### src/include/adc_pacer_params.svh
// Constants for the conversion pacing and trigger control block
`ifndef ADC_PACER_PARAMS_SVH
`define ADC_PACER_PARAMS_SVH
`define CNT_W              16
`define CLK_FREQ_MHZ       100
`define TB_FREQ_MHZ        10
`define TB_DIV             (`CLK_FREQ_MHZ / `TB_FREQ_MHZ)
`define TB_DIV_W           4
`define DIV_RESET          16'h0064
`define CNT_RESET          16'h0000
`define CHAN_W             4
`define AO_W               12
`define AO_RESET           12'h000
`endif

### src/include/adc_pacer_pkg.sv
// Types for the conversion pacing and trigger control block
package adc_pacer_pkg;
    typedef enum logic {
        SRC_PACER,
        SRC_EXTERNAL
    } start_src_t;
endpackage : adc_pacer_pkg

### src/design/adc_pacer_trigger_control.sv
// Conversion pacing, external trigger gating, channel pairing and output update control
// Function
// - Two independent 16-bit counters advance on a shared 10 MHz time base.
// - Counter 0 counts rising events seen on the event input.
// - Counter 1 is a 16-bit interval timer producing periodic pacer pulses.
// - Each rising edge of the pacer output starts one conversion and falling edges start none.
// - A rising edge on the external trigger input also starts a conversion.
// - The external trigger is ignored while the gate input is high and works again once it is low.
// - In differential mode even channel n (0 to 14) is paired with channel n+1.
// - The selector offers 16 single-ended inputs or up to 8 differential pairs.
// - Two analog outputs are each updated by a single individual write.
// - The external trigger pin starts a conversion on every rising edge held high for two or more clock cycles while enabled and while the gate input is low.
`timescale 1ns/1ps
`default_nettype none
`include "adc_pacer_params.svh"
module adc_pacer_trigger_control
    import adc_pacer_pkg::*;
(
    input  wire logic                 i_mclk,
    input  wire logic                 i_nrst,
    input  wire logic                 i_event_in,
    input  wire logic                 i_external_conversion_trigger,
    input  wire logic                 i_gate,
    input  wire logic                 i_pacer_enable,
    input  wire logic                 i_external_enable,
    input  wire logic [`CNT_W-1:0]    i_pacer_divisor,
    input  wire logic                 i_event_clear,
    input  wire logic                 i_differential,
    input  wire logic [`CHAN_W-1:0]   i_channel,
    input  wire logic                 i_ao_first_write,
    input  wire logic                 i_ao_second_write,
    input  wire logic [`AO_W-1:0]     i_ao_data,
    output logic [`CNT_W-1:0]         o_event_count,
    output logic                      o_pacer_out,
    output logic                      o_conversion_start,
    output logic                      o_start_from_external,
    output logic [`CHAN_W-1:0]        o_mux_positive,
    output logic [`CHAN_W-1:0]        o_mux_negative,
    output logic                      o_mux_differential,
    output logic [`AO_W-1:0]          o_analog_output_first,
    output logic [`AO_W-1:0]          o_analog_output_second
);
    logic [`TB_DIV_W-1:0] tb_count;
    logic                 tb_tick;
    logic                 event_level;
    logic                 event_rise;
    logic                 event_pending;
    logic                 trig_level;
    logic                 trig_rise;
    logic                 gate_level;
    logic                 gate_rise;
    logic [`CNT_W-1:0]    pacer_count;
    logic [`CNT_W-1:0]    pacer_half;
    logic                 pacer_prev;
    logic                 next_pacer_rise;
    logic                 next_ext_start;
    start_src_t           next_src;

    edge_sync u_event_sync (
        .i_mclk  (i_mclk),
        .i_nrst  (i_nrst),
        .i_async (i_event_in),
        .o_level (event_level),
        .o_rise  (event_rise)
    );

    edge_sync u_trig_sync (
        .i_mclk  (i_mclk),
        .i_nrst  (i_nrst),
        .i_async (i_external_conversion_trigger),
        .o_level (trig_level),
        .o_rise  (trig_rise)
    );

    edge_sync u_gate_sync (
        .i_mclk  (i_mclk),
        .i_nrst  (i_nrst),
        .i_async (i_gate),
        .o_level (gate_level),
        .o_rise  (gate_rise)
    );

    // Shared 10 MHz time base for both counters
    always_ff @(posedge i_mclk or negedge i_nrst) begin
        if (!i_nrst) begin
            tb_count <= '0;
            tb_tick  <= 1'b0;
        end else if (tb_count == `TB_DIV_W'(`TB_DIV - 1)) begin
            tb_count <= '0;
            tb_tick  <= 1'b1;
        end else begin
            tb_count <= tb_count + `TB_DIV_W'(1);
            tb_tick  <= 1'b0;
        end
    end

    // Events are held until the next time-base tick; only one pending event is kept between ticks
    always_ff @(posedge i_mclk or negedge i_nrst) begin
        if (!i_nrst) begin
            event_pending <= 1'b0;
            o_event_count <= `CNT_RESET;
        end else begin
            if (i_event_clear) begin
                o_event_count <= `CNT_RESET;
                event_pending <= event_rise;
            end else if (tb_tick) begin
                if (event_pending || event_rise) begin
                    o_event_count <= o_event_count + `CNT_W'(1);
                end
                event_pending <= 1'b0;
            end else if (event_rise) begin
                event_pending <= 1'b1;
            end
        end
    end

    // Pacer timer: square wave, high for the first half of each period
    always_ff @(posedge i_mclk or negedge i_nrst) begin
        if (!i_nrst) begin
            pacer_count <= `CNT_RESET;
            pacer_half  <= `CNT_RESET;
            o_pacer_out <= 1'b0;
        end else if (!i_pacer_enable) begin
            pacer_count <= `CNT_RESET;
            pacer_half  <= `CNT_RESET;
            o_pacer_out <= 1'b0;
        end else if (tb_tick) begin
            if (pacer_count == `CNT_RESET) begin
                pacer_count <= (i_pacer_divisor < `CNT_W'(2)) ? `CNT_W'(1) : i_pacer_divisor - `CNT_W'(1);
                // Half period latched at reload, from the same effective divisor, so short periods still toggle
                pacer_half  <= (i_pacer_divisor < `CNT_W'(2)) ? `CNT_W'(1) : {1'b0, i_pacer_divisor[`CNT_W-1:1]};
                o_pacer_out <= 1'b1;
            end else begin
                pacer_count <= pacer_count - `CNT_W'(1);
                if (pacer_count <= pacer_half) begin
                    o_pacer_out <= 1'b0;
                end
            end
        end
    end

    // Only the low-to-high step of the pacer may start a conversion
    always_ff @(posedge i_mclk or negedge i_nrst) begin
        if (!i_nrst) begin
            pacer_prev <= 1'b0;
        end else begin
            pacer_prev <= o_pacer_out;
        end
    end

    always_comb begin
        next_pacer_rise = o_pacer_out & ~pacer_prev;
        // Gate level and its rising edge both block, so a trigger that arrives with the gate cannot slip in
        next_ext_start  = i_external_enable & trig_rise & ~gate_level & ~gate_rise & trig_level;
        next_src        = next_ext_start ? SRC_EXTERNAL : SRC_PACER;
    end

    // One start per cycle; coincident sources merge into one conversion
    always_ff @(posedge i_mclk or negedge i_nrst) begin
        if (!i_nrst) begin
            o_conversion_start    <= 1'b0;
            o_start_from_external <= 1'b0;
        end else begin
            o_conversion_start    <= next_pacer_rise | next_ext_start;
            o_start_from_external <= (next_src == SRC_EXTERNAL);
        end
    end

    // Channel selection: odd channels are forced to their even partner in differential mode
    always_ff @(posedge i_mclk or negedge i_nrst) begin
        if (!i_nrst) begin
            o_mux_positive     <= '0;
            o_mux_negative     <= '0;
            o_mux_differential <= 1'b0;
        end else if (i_differential) begin
            o_mux_positive     <= {i_channel[`CHAN_W-1:1], 1'b0};
            o_mux_negative     <= {i_channel[`CHAN_W-1:1], 1'b1};
            o_mux_differential <= 1'b1;
        end else begin
            o_mux_positive     <= i_channel;
            o_mux_negative     <= i_channel;
            o_mux_differential <= 1'b0;
        end
    end

    always_ff @(posedge i_mclk or negedge i_nrst) begin
        if (!i_nrst) begin
            o_analog_output_first  <= `AO_RESET;
            o_analog_output_second <= `AO_RESET;
        end else begin
            if (i_ao_first_write) begin
                o_analog_output_first <= i_ao_data;
            end
            if (i_ao_second_write) begin
                o_analog_output_second <= i_ao_data;
            end
        end
    end
endmodule : adc_pacer_trigger_control
`default_nettype wire

### src/design/edge_sync.sv
// Two-flop synchroniser with a registered rising-edge pulse
`timescale 1ns/1ps
`default_nettype none
module edge_sync (
    input  wire logic i_mclk,
    input  wire logic i_nrst,
    input  wire logic i_async,
    output logic      o_level,
    output logic      o_rise
);
    logic meta;
    logic prev;

    always_ff @(posedge i_mclk or negedge i_nrst) begin
        if (!i_nrst) begin
            meta    <= 1'b0;
            o_level <= 1'b0;
        end else begin
            meta    <= i_async;
            o_level <= meta;
        end
    end

    always_ff @(posedge i_mclk or negedge i_nrst) begin
        if (!i_nrst) begin
            prev   <= 1'b0;
            o_rise <= 1'b0;
        end else begin
            prev   <= o_level;
            o_rise <= o_level & ~prev;
        end
    end
endmodule : edge_sync
`default_nettype wire

### config.mk
export PLATFORM = sky130hd
export DESIGN_NAME = adc_pacer_trigger_control
export DESIGN_NICKNAME = d
export VERILOG_FILES = /design/src/include/adc_pacer_pkg.sv /design/src/design/adc_pacer_trigger_control.sv /design/src/design/edge_sync.sv
export VERILOG_INCLUDE_DIRS = /design/src /design/src/include
export SDC_FILE = /design/constraint.sdc
export NUM_CORES = 1
export LEC_CHECK = 0
export BUFFER_PORTS_ARGS = -buffer_cell sky130_fd_sc_hd__buf_2
export CAP_MARGIN = 20
export CORE_AREA = 2 2 103 105
export CTS_BUF_LIST = sky130_fd_sc_hd__clkbuf_8 sky130_fd_sc_hd__clkbuf_16
export DETAILED_ROUTE_END_ITERATION = 8
export DIE_AREA = 0 0 105 107
export GPL_ROUTABILITY_DRIVEN = 0
export PLACE_DENSITY = 0.82
export SLEW_MARGIN = 20
export SYNTH_ARGS = -nofsm -noshare
export SYNTH_HDL_FRONTEND = slang
export SYNTH_SLANG_ARGS = --single-unit
### constraint.sdc
create_clock -name i_mclk -period 2.1 [get_ports i_mclk]
set_input_delay 0.42 -clock i_mclk [delete_from_list [all_inputs] [get_ports i_mclk]]
set_output_delay 0.42 -clock i_mclk [all_outputs]
set_load 0.01 [all_outputs]
Word level (Yosys, flattened, before mapping) --
Cells that the tools add are included.
Word-level totals: flip-flop bits (word level) 103, output and inout port bits 52, logic and storage cells 84, bits of input ports 43, bits in writable memories 0, memories kept 0, bits in read-only memories 0, latch bits 0
Operators by class: shift operators 0, add/subtract/negate cells 4, multipliers 0, mux-type cells 24, equality and inequality tests 4, magnitude comparators 2, bitwise operators 15, div/mod/pow operators 0, reductions and logical operators 8
Operators with widths (number):
- $mux 16 | 10
- $sub 16x1->16 const B | 2
- $add 16x1->16 const B | 1
- $le 16x16->1 | 1
- $logic_not 16->1 | 1
- $lt 16x2->1 const B | 1
- $mux 15 | 1
- $mux 1 | 12
- $and 1x1->1 | 8
- $not 1->1 | 6
- $reduce_and 2->1 | 3
- $add 4x1->4 const B | 1
- $eq 4x4->1 const B | 1
- $mux 4 | 1
- $ne 2x1->1 const B | 2
- $reduce_bool 2->1 | 2
- $ne 3x1->1 const B | 1
- $reduce_bool 3->1 | 1
- $logic_or 1x1->1 | 1
- $or 1x1->1 | 1

Longest topological paths before layout --
word-level depth 5, mapped depth 8, gate-level depth less buffers 7

Hierarchy --
From an unflattened synthesis, not the netlist that was laid out.
Second synthesis, totals: cells, all modules 481, area, all modules 4956.0 µm²
Modules (own cells, without submodules):
- adc_pacer_trigger_control | cells an instance 466, sequential area each 2177.1 µm², times used 1, area each 4614.4 µm²
- edge_sync | cells an instance 5, sequential area each 100.1 µm², times used 3, area each 113.9 µm²

Worst setup path before layout --
Ideal clock, no wire load.
kind reg-to-reg, start point register pacer_count[13], end point register o_pacer_out, library setup time 0.126 ns, required time 1.974 ns, clock period less this slack 2.034 ns, cell stages (with the launch flop) 6, setup slack 0.066 ns, buffers on the path 0, arrival time 1.908 ns, path through dfrtp_1 ha_1 a21o_1 a211o_1 or4_1 a221o_1
On the way: word-level cells in the longest chain between the ends 4, elaborated cells between the ends (all ways) 7, classes of those cells order compare (1); eq/ne (1); mux (3); reduce/logical (2)
RTL lines:
- start, declared | line adc_pacer_trigger_control.sv:52 | logic [`CNT_W-1:0] pacer_count;
- start signal, assigned | line adc_pacer_trigger_control.sv:120 | pacer_count <= `CNT_RESET;
- start signal, assigned | line adc_pacer_trigger_control.sv:124 | pacer_count <= `CNT_RESET;
- start signal, assigned | line adc_pacer_trigger_control.sv:129 | pacer_count <= (i_pacer_divisor < `CNT_W'(2)) ? `CNT_W'(1) : i_pacer_divisor - `CNT_W'(1);
- branches (longest 4 deep; another with $le 16x16->1)
- end signal, assigned | line adc_pacer_trigger_control.sv:122 | o_pacer_out <= 1'b0;
- end signal, assigned | line adc_pacer_trigger_control.sv:126 | o_pacer_out <= 1'b0;
- end signal, assigned | line adc_pacer_trigger_control.sv:132 | o_pacer_out <= 1'b1;
- end, declared | line adc_pacer_trigger_control.sv:34 | output logic o_pacer_out,
Parallel ways; which one is timed is not known. The select of a mux whose other input is x is not followed. A chain may end at the register's enable or synchronous reset.

Final worst setup path --
start point register pacer_count[10], end point register o_pacer_out
The elaborated chain is that of the path after synthesis.

==> results.json <==
{
  "synth_top_area_cell": "sky130_fd_sc_hd__dfrtp_1",
  "p_sw_uw": 893,
  "yosys.area_share.adder_pct": 4.82,
  "tritoncts": "yes",
  "hold_violations": 0,
  "finalSetupViolCount": 0,
  "synth_area_leaders": "sky130_fd_sc_hd__dfrtp_1 (50%), sky130_fd_sc_hd__mux2_2 (5.5%), sky130_fd_sc_hd__ha_1 (4.8%), sky130_fd_sc_hd__nand2_1 (3.8%), sky130_fd_sc_hd__a21oi_1 (3.5%)",
  "worst_pin_slew_ps": 568,
  "yosys_top_cell_area_share_pct": 50.3,
  "max_stage_delay_ps": 510,
  "drtAntennaViolNets": 0,
  "cp_slowest_cell": "sky130_fd_sc_hd__or4_1",
  "timing.critical_path.fanout_max": 5,
  "synth.yosys.warnings": 0,
  "antennaDiodeCount": 0,
  "finalWirelength_um": 12100,
  "final.period_utilization_pct": 99.0,
  "maxSlewViolCount": 0,
  "placementRows": 37,
  "timing.fmax_ghz": 0.481,
  "clockPowerShare_pct": 34.8,
  "post_synth_mux_area_share_pct": 6.70,
  "cp.arrival_ps": 2330,
  "routed_via_density": 5.65,
  "pin_count": 95,
  "antenna_violations_before_repair": 0,
  "wire_length_of_the_first_global_routing_pass_um": 19300,
  "average_instance_area_after_synthesis_um2": 10.5,
  "crit_family": "simple AND/OR/NAND/NOR gates",
  "synth_nets": 532,
  "path_clk_slew_ps": 90,
  "power_density_mw_per_mm2": 600,
  "clock-sinks": 99,
  "switching_share_pct": 24.8,
  "netlist_instances": 470,
  "comb_power_share_pct": 9.5,
  "critPathKind": "reg -> reg",
  "p_int_uw": 2710,
  "yosys_reg_bits": 99,
  "total_number_of_vias": 4129,
  "crit_buf_inv": 0,
  "endpoint_kind": "register",
  "synthSimpleGateAreaFrac_pct": 17.3,
  "final.setup_skew_ps": 8.98,
  "coreArea_mm2": 0.0101,
  "syn2layout_area_growth_pct": 21.6,
  "cts.hold.buffers_added": 0,
  "via_count_of_the_first_global_routing_pass": 4130,
  "aggregate_negative_setup_slack_ps": 0,
  "nNetsFinal": 653,
  "cts.root.buffer_cell": "sky130_fd_sc_hd__clkbuf_8",
  "leakage_uw": 0.00279,
  "run_status": "complete, no violations",
  "post_route_cells_drive_above_1_share_pct": 32.8,
  "timing.max_cap.violations": 0,
  "yosys.area_share.xor_xnor_pct": 4.26,
  "yosysSeqAreaShare_pct": 50.3,
  "fin_worst_hold_slack_ps": 51.1,
  "postSynth.asyncResetShare_pct": 100,
  "drt_first_iter_violations": 544,
  "reg2reg_setup_slack_ps": 20,
  "dieHeight_um": 107,
  "grt_max_degree": 42,
  "cp-start-kind": "register",
  "worst_hold_path_type": "in -> async",
  "wl_per_cell_um": 16.6,
  "final_cell_mix": "sky130_fd_sc_hd__dfrtp_1 (97), sky130_fd_sc_hd__buf_2 (93), sky130_fd_sc_hd__nand2_1 (50)",
  "dp_hpwl_um": 8700,
  "vdd_ir_drop_max_mv": 0.387,
  "seq_power_share_pct": 55.7,
  "syn_area_mm2": 0.00493,
  "synth_top_family_by_area": "simple AND/OR/NAND/NOR gates",
  "grt-ovfl-total": 0,
  "dominantRegCellSynth": "sky130_fd_sc_hd__dfrtp_1",
  "max-clock-path-buffers": 2,
  "clkLatencyLatePin_ps": 360,
  "post_synthesis_compound_gate_area_fraction_pct": 12.3,
  "detail_route.drc_violations": 0,
  "worstPathCellList": "ha_1, nand4_1, nor3_1, a21boi_1, or4_1, a221o_1",
  "worst-endpoint-required_ps": 2350,
  "clock_tree.htree_level_count": 3,
  "die_area_mm2": 0.0112,
  "drt_pass_1_iters": 6,
  "global_route_usage_sum_pct": 21.5,
  "slew-limit-headroom_pct": 61.8,
  "initial_utilization_pct": 48.8,
  "synth-edff-count": 0,
  "numCtsBuffers": 9,
  "port_buffers": 94,
  "die_width_um": 105,
  "layout_commonest_cell": "sky130_fd_sc_hd__dfrtp_1",
  "post-route-min-period_ps": 2080,
  "netlist-cell-type-count": 58
}
## what timing repair did
item,4_1_cts,5_1_grt
resized for setup,1,8
buffers inserted,0,10
setup endpoints to repair,1,12
pin swaps,0,4
## power groups by stage
stage / sequential (uW) / clock, uW / combinational (uW)
2_1_floorplan: 2070 / 0 / 116
3_3_place_gp: 2040 / 0 / 329
3_5_place_dp: 2040 / 0 / 342
4_1_cts: 2010 / 1270 / 344
5_1_grt: 2010 / 1340 / 373
6_report: 2000 / 1250 / 343
## area by class of cell
class	instances	area, um2
Fill cell	834	4100
Sequential cell	99	2480
Multi-Input combinational cell	324	2280
Timing Repair Buffer	129	761
Tap cell	136	170
Clock buffer	10	138
Inverter	28	105
Clock inverter	5	61.3
## synth_stat cells (3+ instances only)
library cell,count
sky130_fd_sc_hd__nand4_1,4
sky130_fd_sc_hd__a31oi_1,5
sky130_fd_sc_hd__o211ai_1,4
sky130_fd_sc_hd__dfrtp_1,99
sky130_fd_sc_hd__o21ai_0,15
sky130_fd_sc_hd__o22ai_1,3
sky130_fd_sc_hd__clkbuf_1,7
sky130_fd_sc_hd__mux2i_1,6
sky130_fd_sc_hd__a21o_1,5
sky130_fd_sc_hd__and3_1,3
sky130_fd_sc_hd__xor2_1,11
sky130_fd_sc_hd__buf_6,3
sky130_fd_sc_hd__nor3b_1,3
sky130_fd_sc_hd__nor2b_1,7
sky130_fd_sc_hd__buf_2,3
sky130_fd_sc_hd__nor4_1,4
sky130_fd_sc_hd__nand3_1,12
sky130_fd_sc_hd__nor3_1,13
sky130_fd_sc_hd__nor4_2,3
sky130_fd_sc_hd__and4_1,4
sky130_fd_sc_hd__buf_4,4
sky130_fd_sc_hd__xnor2_1,13
sky130_fd_sc_hd__a21oi_1,34
sky130_fd_sc_hd__inv_1,27
sky130_fd_sc_hd__nand2_1,50
sky130_fd_sc_hd__nand4b_1,3
sky130_fd_sc_hd__o22ai_2,3
sky130_fd_sc_hd__ha_1,19
sky130_fd_sc_hd__nor2_1,35
sky130_fd_sc_hd__mux2_2,24
sky130_fd_sc_hd__or3_1,6
## worst paths after layout
check                                   from                    to  cells past startpoint
setup / recovery             pacer_count[10]           o_pacer_out                      6
hold / removal                        i_nrst     o_mux_positive[0]                      1
setup reg to reg             pacer_count[10]           o_pacer_out                      6
hold reg to reg            u_event_sync.meta  u_event_sync.o_level                      0
max in group asynchronous             i_nrst           tb_count[0]                      2
min in group i_mclk             i_channel[2]     o_mux_negative[2]                      1
## routing by layer
metal	vias up	track usage (%)	wire length (um)
li1	1891	-	-
met4	0	11.4	327
met3	34	2.80	636
met5	-	0	0
met2	185	36.7	6180
met1	2019	26.8	4970
## per-stage QoR
step	instances	area, um2	util, %	total power (uW)	setup slack (ps)
floorplan	470	4930	-	2180	66.1
global placement	706	5670	56.2	2370	82.8
detailed placement	706	5670	56.2	2390	4.52
CTS	721	5880	58.3	3620	4.81
global route	731	6000	59.4	3730	-13.4
finish	731	6000	59.4	3600	21.2
## cells by family (layout without fill, tap and decap cells)
kind of cell    count (synthesis)  after routing
compound gates                 91             91
simple gates                  160            160
xor+xnor                       24             24
fa+ha+maj                      19             19
mux                            30             30
buf+inv                        47            172
flops                          99             99
## sequential cells by signal (all words and copies together), names as in the netlist, 4 cells and up
register                flops
pacer_count                16
o_analog_output_second     12
o_event_count              16
tb_count                    4
pacer_half                 15
o_mux_negative              4
o_analog_output_first      12
Note: power is estimated with default switching activity, not from simulation.
